--- config.mk ---
export PLATFORM = sky130hd
export DESIGN_NAME = nibble_lane_map
export DESIGN_NICKNAME = d
export VERILOG_FILES = /design/src/nibble_pkg.sv /design/src/op_fifo.sv /design/src/nibble_lane_map.sv
export VERILOG_INCLUDE_DIRS = /design/src
export SDC_FILE = /design/constraint.sdc
export NUM_CORES = 1
export LEC_CHECK = 0
export ABC_AREA = 0
export BUFFER_PORTS_ARGS = -buffer_cell sky130_fd_sc_hd__buf_2
export CAP_MARGIN = 20
export CORE_MARGIN = 10
export CORE_UTILIZATION = 58
export DETAILED_ROUTE_END_ITERATION = 10
export PLACE_DENSITY = 0.88
export SYNTH_ARGS = -nofsm -noshare
export SYNTH_HDL_FRONTEND = slang
export SYNTH_SLANG_ARGS = --single-unit
--- constraint.sdc ---
create_clock -name clock -period 4.77 [get_ports clock]
set_input_delay 0.2385 -clock clock [delete_from_list [all_inputs] [get_ports clock]]
set_output_delay 0.2385 -clock clock [all_outputs]
set_load 0.03 [all_outputs]
--- src/nibble_cfg.svh ---
`ifndef NIBBLE_CFG_SVH
`define NIBBLE_CFG_SVH

// ----------------------------------------
// Widths
// ----------------------------------------
`define DATA_W 32
`define BE_W 4
`define NIB_LANES 8
`define WORD_IDX_W 3
`define TAG_W 32
`define FIFO_DEPTH 8

// ----------------------------------------
// Reset values
// ----------------------------------------
`define TAG_RESET 32'h00000000
`define WORD_RESET 32'h00000000

// ----------------------------------------
// Operation codes
// ----------------------------------------
`define OP_NOP 4'h0
`define OP_READ 4'h1
`define OP_SL_NORM 4'h2
`define OP_SL_INIT 4'h3
`define OP_SF_NORM 4'h4
`define OP_SF_INIT 4'h5
`define OP_BLEND 4'h6
`define OP_TAG_REP 4'h7
`define OP_TAG_OR 4'h8
`define OP_CTRL_WR 4'h9
`define OP_ID_RD 4'hA

// ----------------------------------------
// Sequencer codes
// ----------------------------------------
`define SQ_IDLE 2'h0
`define SQ_ALU 2'h1
`define SQ_BACK 2'h3

`endif

--- src/nibble_pkg.sv ---
package nibble_pkg;
`include "nibble_cfg.svh"

    typedef enum logic [3:0] {
        K_NOP = `OP_NOP,
        K_READ = `OP_READ,
        K_SL_NORM = `OP_SL_NORM,
        K_SL_INIT = `OP_SL_INIT,
        K_SF_NORM = `OP_SF_NORM,
        K_SF_INIT = `OP_SF_INIT,
        K_BLEND = `OP_BLEND,
        K_TAG_REP = `OP_TAG_REP,
        K_TAG_OR = `OP_TAG_OR,
        K_CTRL_WR = `OP_CTRL_WR,
        K_ID_RD = `OP_ID_RD
    } op_kind_t;

    typedef enum logic [1:0] {
        SQ_IDLE = `SQ_IDLE,
        SQ_ALU = `SQ_ALU,
        SQ_BACK = `SQ_BACK
    } seq_t;

    typedef struct packed {
        op_kind_t kind;
        logic [`WORD_IDX_W-1:0] word;
        logic [`BE_W-1:0] be;
        logic [`DATA_W-1:0] data;
    } op_t;

    typedef struct packed {
        logic [`DATA_W-1:0] addend_new;
        logic [`DATA_W-1:0] mult_new;
        logic [`DATA_W-1:0] addend_old;
        logic [`DATA_W-1:0] mult_old;
    } alu_opnd_t;

    typedef struct packed {
        logic we;
        logic [`NIB_LANES-1:0] nib_en;
        logic [`DATA_W-1:0] data;
    } lane_wr_t;

endpackage

--- src/op_fifo.sv ---
`timescale 1ns/1ps
module op_fifo #(
    parameter int W = 43,
    parameter int DEPTH = 8
) (
    input wire logic clock,
    input wire logic rst_n,
    input wire logic clk_en,
    input wire logic in_valid,
    input wire logic [W-1:0] in_data,
    output logic in_ready,
    output logic out_valid,
    output logic [W-1:0] out_data,
    input wire logic out_ready
);
    localparam int AW = $clog2(DEPTH);

    typedef struct packed {
        logic [DEPTH-1:0][W-1:0] mem;
        logic [AW-1:0] wp;
        logic [AW-1:0] rp;
        logic [AW:0] cnt;
        logic full;
    } fifo_st_t;

    fifo_st_t s_q, s_d;
    logic push, pop;

    assign in_ready = !s_q.full;
    assign out_valid = s_q.cnt != '0;
    assign out_data = s_q.mem[s_q.rp];
    assign push = in_valid && in_ready;
    assign pop = out_valid && out_ready;

    always_comb begin
        s_d = s_q;
        if (push) begin
            s_d.mem[s_q.wp] = in_data;
            s_d.wp = (s_q.wp == AW'(DEPTH - 1)) ? '0 : s_q.wp + 1'b1;
        end
        if (pop) begin
            s_d.rp = (s_q.rp == AW'(DEPTH - 1)) ? '0 : s_q.rp + 1'b1;
        end
        // Simultaneous push and pop keeps the count
        if (push && !pop) begin
            s_d.cnt = s_q.cnt + 1'b1;
        end else if (pop && !push) begin
            s_d.cnt = s_q.cnt - 1'b1;
        end
        // Registered so the ready output comes from a flop
        s_d.full = s_d.cnt == (AW+1)'(DEPTH);
    end

    always_ff @(posedge clock or negedge rst_n) begin
        if (!rst_n) begin
            s_q <= '0;
        end else if (clk_en) begin
            s_q <= s_d;
        end
    end
endmodule

--- src/nibble_lane_map.sv ---
`timescale 1ns/1ps
`include "nibble_cfg.svh"

module nibble_lane_map
    import nibble_pkg::*;
#(
    parameter int DEPTH = `FIFO_DEPTH
) (
    input wire logic clock,
    input wire logic rst_n,
    input wire logic clk_en,
    input wire logic mode_4444,
    input wire logic fmt_565,
    input wire logic op_valid,
    input wire op_t op_in,
    output logic op_ready,
    input wire logic [`DATA_W-1:0] pix_old,
    output alu_opnd_t alu_opnd,
    output logic alu_req,
    input wire logic alu_done,
    input wire logic [`DATA_W-1:0] alu_res,
    output lane_wr_t pix_wr,
    output logic rd_valid,
    output logic [`DATA_W-1:0] rd_data,
    output lane_wr_t reg_wr,
    output logic reg_rd,
    output logic [`TAG_W-1:0] dirty_tag,
    output logic alu_fault,
    output logic pair_fault,
    output logic mode_fault
);

    // ----------------------------------------
    // Decode helpers
    // ----------------------------------------
    function automatic logic [`NIB_LANES-1:0] lanes(
        input logic m4, input logic [`BE_W-1:0] be);
        logic [`NIB_LANES-1:0] n;
        n = '0;
        if (m4) begin
            // Buffer A on odd lanes, buffer B on even
            n = {be[3], be[1], be[3], be[1],
                 be[2], be[0], be[2], be[0]};
        end else begin
            for (int i = 0; i < `BE_W; i++) begin
                n[2*i+1] = be[i];
                n[2*i] = be[i];
            end
        end
        return n;
    endfunction

    function automatic logic [`DATA_W-1:0] nib_mask(
        input logic [`NIB_LANES-1:0] n);
        logic [`DATA_W-1:0] m;
        m = '0;
        for (int i = 0; i < `NIB_LANES; i++) begin
            m[4*i +: 4] = {4{n[i]}};
        end
        return m;
    endfunction

    // Byte-level tag enables for the addressed word
    function automatic logic [`BE_W-1:0] tag_be(
        input logic m4, input logic [`BE_W-1:0] be);
        logic hi, lo;
        hi = be[3] | be[1];
        lo = be[2] | be[0];
        if (m4) begin
            return {hi, hi, lo, lo};
        end
        return be;
    endfunction

    function automatic logic [`TAG_W-1:0] tag_upd(
        input logic [`TAG_W-1:0] t, input logic init,
        input logic [`WORD_IDX_W-1:0] w,
        input logic [`BE_W-1:0] tb);
        logic [`TAG_W-1:0] r;
        r = init ? '0 : t;
        // Normal write ORs, other words kept
        r[4*w +: 4] = init ? tb : (t[4*w +: 4] | tb);
        return r;
    endfunction

    function automatic logic is_alu(input op_kind_t k);
        return k == K_SF_NORM || k == K_SF_INIT || k == K_BLEND;
    endfunction

    // ----------------------------------------
    // State
    // ----------------------------------------
    typedef struct packed {
        seq_t seq;
        op_t op;
        logic m4;
        alu_opnd_t opnd;
        logic alu_req;
        lane_wr_t pix;
        logic rd_valid;
        logic [`DATA_W-1:0] rd_data;
        lane_wr_t reg_w;
        logic reg_rd;
        logic [`TAG_W-1:0] tag;
        logic alu_fault;
        logic pair_fault;
        logic mode_fault;
    } st_t;

    st_t s_q, s_d;

    logic fifo_valid;
    logic fifo_pop;
    op_t fifo_op;

    op_fifo #(
        .W($bits(op_t)),
        .DEPTH(DEPTH)
    ) u_fifo (
        .clock(clock),
        .rst_n(rst_n),
        .clk_en(clk_en),
        .in_valid(op_valid),
        .in_data(op_in),
        .in_ready(op_ready),
        .out_valid(fifo_valid),
        .out_data(fifo_op),
        .out_ready(fifo_pop)
    );

    // Pull one operation only while idle; ALU ops hold the slot
    assign fifo_pop = s_q.seq == SQ_IDLE && fifo_valid;

    // ----------------------------------------
    // Operand widening
    // ----------------------------------------
    function automatic alu_opnd_t widen(
        input logic m4, input logic buf_a,
        input logic [`DATA_W-1:0] nd,
        input logic [`DATA_W-1:0] od);
        alu_opnd_t o;
        logic [3:0] cn, co;
        o = '0;
        for (int i = 0; i < `BE_W; i++) begin
            if (m4) begin
                // A in upper nibble, B in lower nibble
                cn = buf_a ? nd[8*i+4 +: 4] : nd[8*i +: 4];
                co = buf_a ? od[8*i+4 +: 4] : od[8*i +: 4];
                o.addend_new[8*i +: 8] = {cn, 4'h0};
                o.mult_new[8*i +: 8] = {cn, cn};
                o.addend_old[8*i +: 8] = {co, 4'h0};
                o.mult_old[8*i +: 8] = {co, co};
            end else begin
                // Alpha stays in byte 3 for the saturate path
                o.addend_new[8*i +: 8] = nd[8*i +: 8];
                o.mult_new[8*i +: 8] = nd[8*i +: 8];
                o.addend_old[8*i +: 8] = od[8*i +: 8];
                o.mult_old[8*i +: 8] = od[8*i +: 8];
            end
        end
        return o;
    endfunction

    // In 4444 mode, upper nibble of each result byte back to its buffer; 8888 result passes whole
    function automatic logic [`DATA_W-1:0] narrow(
        input logic m4, input logic buf_a,
        input logic [`DATA_W-1:0] r);
        logic [`DATA_W-1:0] d;
        d = r;
        if (m4) begin
            for (int i = 0; i < `BE_W; i++) begin
                d[8*i+4 +: 4] = buf_a ? r[8*i+4 +: 4] : 4'h0;
                d[8*i +: 4] = buf_a ? 4'h0 : r[8*i+4 +: 4];
            end
        end
        return d;
    endfunction

    // ----------------------------------------
    // Next state
    // ----------------------------------------
    logic take_alu;
    logic buf_a;
    logic [`NIB_LANES-1:0] ln;

    always_comb begin
        s_d = s_q;
        s_d.alu_req = 1'b0;
        s_d.pix.we = 1'b0;
        s_d.rd_valid = 1'b0;
        s_d.reg_w.we = 1'b0;
        s_d.reg_rd = 1'b0;
        s_d.alu_fault = 1'b0;
        s_d.pair_fault = 1'b0;
        // 5-6-5 storage needs the 32-bit lane split
        s_d.mode_fault = fmt_565 && mode_4444;
        take_alu = 1'b0;
        buf_a = fifo_op.be[3] | fifo_op.be[2];
        ln = lanes(mode_4444, fifo_op.be);
        unique case (s_q.seq)
            SQ_IDLE: begin
                if (fifo_valid) begin
                    s_d.op = fifo_op;
                    s_d.m4 = mode_4444;
                    unique case (fifo_op.kind)
                        K_READ: begin
                            s_d.rd_valid = 1'b1;
                            s_d.rd_data = pix_old & nib_mask(ln);
                        end
                        K_SL_NORM, K_SL_INIT: begin
                            s_d.pix.we = 1'b1;
                            s_d.pix.nib_en = ln;
                            s_d.pix.data = fifo_op.data;
                            s_d.tag = tag_upd(s_q.tag,
                                fifo_op.kind == K_SL_INIT,
                                fifo_op.word,
                                tag_be(mode_4444, fifo_op.be));
                        end
                        K_SF_NORM, K_SF_INIT, K_BLEND: begin
                            take_alu = is_alu(fifo_op.kind);
                        end
                        K_TAG_REP: begin
                            s_d.tag = fifo_op.data;
                        end
                        K_TAG_OR: begin
                            s_d.tag = s_q.tag | fifo_op.data;
                        end
                        K_CTRL_WR: begin
                            s_d.reg_w.we = 1'b1;
                            s_d.reg_w.nib_en = lanes(1'b0, fifo_op.be);
                            s_d.reg_w.data = fifo_op.data;
                        end
                        K_ID_RD: begin
                            s_d.reg_rd = 1'b1;
                            s_d.reg_w.nib_en = lanes(1'b0, fifo_op.be);
                        end
                        default: begin
                        end
                    endcase
                    if (take_alu) begin
                        if (fmt_565) begin
                            // No blend path exists for 5-6-5 pixels
                            s_d.alu_fault = 1'b1;
                        end else begin
                            // Both buffers share one blend circuit
                            s_d.pair_fault = mode_4444 &&
                                ((fifo_op.be[3] && fifo_op.be[1]) ||
                                 (fifo_op.be[2] && fifo_op.be[0]));
                            s_d.opnd = widen(mode_4444, buf_a,
                                fifo_op.data, pix_old);
                            s_d.alu_req = 1'b1;
                            s_d.seq = SQ_ALU;
                        end
                    end
                end
            end
            SQ_ALU: begin
                if (alu_done) begin
                    s_d.seq = SQ_BACK;
                    // Blend initiation only loads the ALU
                    if (s_q.op.kind != K_BLEND) begin
                        s_d.pix.we = 1'b1;
                        s_d.pix.nib_en = lanes(s_q.m4, s_q.op.be);
                        s_d.pix.data = narrow(s_q.m4,
                            s_q.op.be[3] | s_q.op.be[2], alu_res);
                        s_d.tag = tag_upd(s_q.tag,
                            s_q.op.kind == K_SF_INIT, s_q.op.word,
                            tag_be(s_q.m4, s_q.op.be));
                    end
                end
            end
            SQ_BACK: begin
                // One spare cycle keeps the write from racing a read
                s_d.seq = SQ_IDLE;
            end
            default: begin
                s_d.seq = SQ_IDLE;
            end
        endcase
    end

    always_ff @(posedge clock or negedge rst_n) begin
        if (!rst_n) begin
            s_q <= '0;
            s_q.tag <= `TAG_RESET;
        end else if (clk_en) begin
            s_q <= s_d;
        end
    end

    // ----------------------------------------
    // Outputs
    // ----------------------------------------
    // Tag word is exported unchanged by mode for block writes
    assign dirty_tag = s_q.tag;
    assign alu_opnd = s_q.opnd;
    assign alu_req = s_q.alu_req;
    assign pix_wr = s_q.pix;
    assign rd_valid = s_q.rd_valid;
    assign rd_data = s_q.rd_data;
    assign reg_wr = s_q.reg_w;
    assign reg_rd = s_q.reg_rd;
    assign alu_fault = s_q.alu_fault;
    assign pair_fault = s_q.pair_fault;
    assign mode_fault = s_q.mode_fault;
endmodule

==> summary.txt <==
Run status
  • Outcome: completed

Place
  • Port buffer count: 394
  • Hpwl dp: 68.69 mm
  • Final Wtd Congestion: about 0.99
  • Placement Cell Area: 0.03175 mm²

Floorplan
  • I/O Pins: slightly below 400
  • Initial Utilization: 0.5874
  • Row count: 84
  • Core Area: 0.05276 mm²
  • Die Ht: 251.2 µm
  • Die area: 0.06308 mm²
  • Die extent in x: between 200 and 300 µm

Pwr
  • Net Sw Power: approximately 15 mW
  • Static leakage: around 16 nW
  • Comb power frac: 0.529
  • Worst VDD drop: about 450 µV
  • Switching share of power: 0.4705
  • Power per cell area: 892.9 mW/mm²
  • Seq pwr share: 0.303
  • PnR Total Power: a little over 30 mW
  • Clock share of power: 0.167
  • Int Pwr: 16.51 mW

Routing
  • Detailed router's first-iteration violation count: 2610
  • Antenna Nets Post-Route: 0
  • Pre-antenna DRT Iters: 6
  • Total Wirelength: 102.9 mm
  • Total number of vias: 23670
  • # DRC: 0
  • Avg WL per Cell: around 28 µm
  • Vias/cell: 6.548

STA
  • Final setup fails: 0
  • Final setup TNS: 0 ns
  • WHS: 0.08931 ns
  • Final Max Tran Viols: 0
  • Post-route minimum period: 4.271 ns
  • Final setup skew: between 0.05 and 0.06 ns
  • Tcrit/Tclk final: 0.8953
  • RSZ-0062 raised after global routing: no
  • Slew headroom: 0.1257
  • Final hold viol count: 0
  • F_max: 0.2342 GHz
  • Worst-Margin Slew: 1.275 ns

Min path
  • Hold Crit Class: in2reg

Clock network
  • Cts repair resizes: 0
  • CTS tree: yes
  • TritonCTS Buffers: 61
  • Worst skew pair latency: 0.66 ns
  • H-tree depth: 2
  • Hold-fix buffers, CTS: 94
  • Clock transition at path regs: 0.06 ns
  • Post-CTS Setup Bufs: 0
  • Clock Tree Buf Depth: 3
  • Sink Count: 613
  • Root buffer cell: clkbuf_16

GRT
  • GR Util met1: 0.3732
  • Aggregate global-route resource usage: 0.3171
  • GR Layer Usage met3: 0.09358
  • Total gr overflow: 0
  • Met2 Track Usage GR: 0.5102
  • First-pass GRT wire length: 153.9 mm
  • Vias in the first global route: between 20000 and 25000
  • Busiest grt layer: met2
  • Initial antenna violation count: 4
  • Largest net degree at the start of global routing: 141

Worst setup path
  • Worst-path fanout max: 38
  • Setup crit start kind: flop
  • Setup crit end kind: flop
  • CP Data Arrival Time: 4.77 ns
  • CP Data Required Time: ~5.3 ns
  • CP Class: reg2reg

Logic synthesis
  • Main synth FF type: dfrtp_1
  • Mapped Area: 0.03099 mm²
  • Yosys cell types: 60
  • EDFF count, synth: 0
  • Synth Register Bits: 613
  • Register area share after synthesis: 0.4950
  • Synth Instances: roughly 2700
  • Async S/R FF share, synth: 1.000
  • Net count after synthesis: 2821
  • Yosys warns: 0
  • Mean Syn Cell Area: 11.50 µm²

Finish
  • Most frequent cells in the layout: dfrtp_1 (610), buf_2 (393), mux2_2 (390), nand2_1 (258), a21oi_1 (158)
  • Layout area overhead: 12.67%
  • FILL cells: 3624
  • Commonest non-fill, non-tap cell in the layout: dfrtp_1
  • Layout cells sized above 1: 0.3615
  • Nets: approximately 3000
  • Post-route cell area: between 0.03 and 0.04 mm²

Job
  • Max_cap viols: 0
==> cells in the mapped netlist (all sizes together), types with 5 or more instances <==
master / n / area [µm²]
dfrtp: 613 / 15340
mux2: 390 / 4392
buf: 306 / 2210
nand2: 259 / 972.2
a21oi: 161 / 809.5
nor2: 149 / 561.8
o21ai: 136 / 680.7
clkbuf: 124 / 465.5
mux2i: 109 / 1091
mux4: 84 / 1892
nand3: 45 / 225.2
nor2b: 24 / 150.1
a221oi: 23 / 214.0
o21a: 23 / 172.7
o211ai: 20 / 150.1
or3: 20 / 125.1
inv: 19 / 71.32
o221ai: 19 / 166.4
nor3: 18 / 90.09
o31ai: 16 / 120.1
o22ai: 15 / 93.84
ha: 13 / 162.7
nand2b: 13 / 81.33
a211oi: 9 / 67.56
a21o: 9 / 67.56
nand4: 7 / 43.79
a221o: 6 / 60.06
and2: 6 / 37.54
a22o: 5 / 43.79
a22oi: 5 / 37.54
or2: 5 / 31.28
==> power groups by stage <==
stage / Sequential [mW] / Combinational (mW) / Clock, mW
after floorplan: 8.51 / 12.0 / 0
after global placement: 9.10 / 15.4 / 0
after detailed placement: 9.35 / 15.8 / 0
after CTS: 9.30 / 16.1 / 5.24
after global routing: 9.63 / 17.3 / 5.46
final: 9.45 / 16.5 / 5.22
==> metrics by stage <==
stage	cells	setup slack (ns)	util
floorplan	2694	0.8910	-
global placement	3401	0.6170	0.6018
detailed placement	3401	0.5728	0.6018
CTS	3610	0.5397	0.6613
global route	3614	0.2197	0.6618
finish	3615	0.4994	0.6618
==> final timing paths <==
path	from	endpoint	slack, ns	cells past startpoint
max	u_fifo.s_q[5]	dirty_tag[13]	0.50	8
min	clk_en	s_q[325]	0.09	3
min in group asynchronous	rst_n	alu_opnd[47]	0.18	2
max in group asynchronous	rst_n	alu_opnd[126]	3.25	3
max reg2reg	u_fifo.s_q[5]	dirty_tag[13]	0.50	8
min reg2reg	rd_data[24]	rd_data[24]	0.46	2
==> metal layers <==
| metal | share of wire | wire, µm | up-vias |
|---|---|---|---|
| met5 | 0.00020 | 21 | - |
| met4 | 0.063 | 6449 | 4 |
| met3 | 0.11 | 10940 | 401 |
| met2 | 0.47 | 48390 | 1569 |
| met1 | 0.36 | 37100 | 11980 |
| li1 | - | - | 9721 |
==> worst max-delay path, cell delays in order (launching register included) <==
cell	delay (ns)
dfrtp_4	0.55
buf_4	0.58
buf_4	0.76
mux4_2	0.60
mux2i_1	0.89
a21boi_0	0.28
o22ai_1	0.11
a21oi_1	0.16
o211ai_1	0.09
==> kinds of logic (layout without fill, tap and decap cells) <==
| family | after synthesis | after routing | synth area share |
|---|---|---|---|
| AOI/OAI and AO/OA | 465 | 465 | 0.09152 |
| xor gates and xnor gates | 5 | 5 | 0.001413 |
| muxes | 583 | 583 | 0.2379 |
| adders and majority gates | 13 | 13 | 0.005248 |
| DFF | 613 | 613 | 0.4950 |
| other | 0 | 3 | 0 |
| buffers and inverters | 449 | 679 | 0.08862 |
| and+or+nand+nor | 566 | 566 | 0.08030 |
==> cell type report <==
class                   count  area (µm²)  area share
flip-flops and latches    613       15350      0.4396
inverters                  19       71.32    0.002042
clock inverters            25       382.9     0.01096
multi-input cells        1632       13000      0.3723
well taps                 688       860.8     0.02465
diodes                      3       7.507   0.0002150
clock buffers              90        1815     0.05199
repair buffers            545        3430     0.09822
==> flip-flops by register name, summed over array words and instances (netlist names) <==
name	count
alu_opnd	96
u_fifo.s_q	355
rd_data	32
reg_rd	1
mode_fault	1
alu_req	1
reg_wr	37
s_q	14
pix_wr	41
dirty_tag	32
rd_valid	1
alu_fault	1
pair_fault	1
Note: power is estimated with default switching activity, not from simulation.
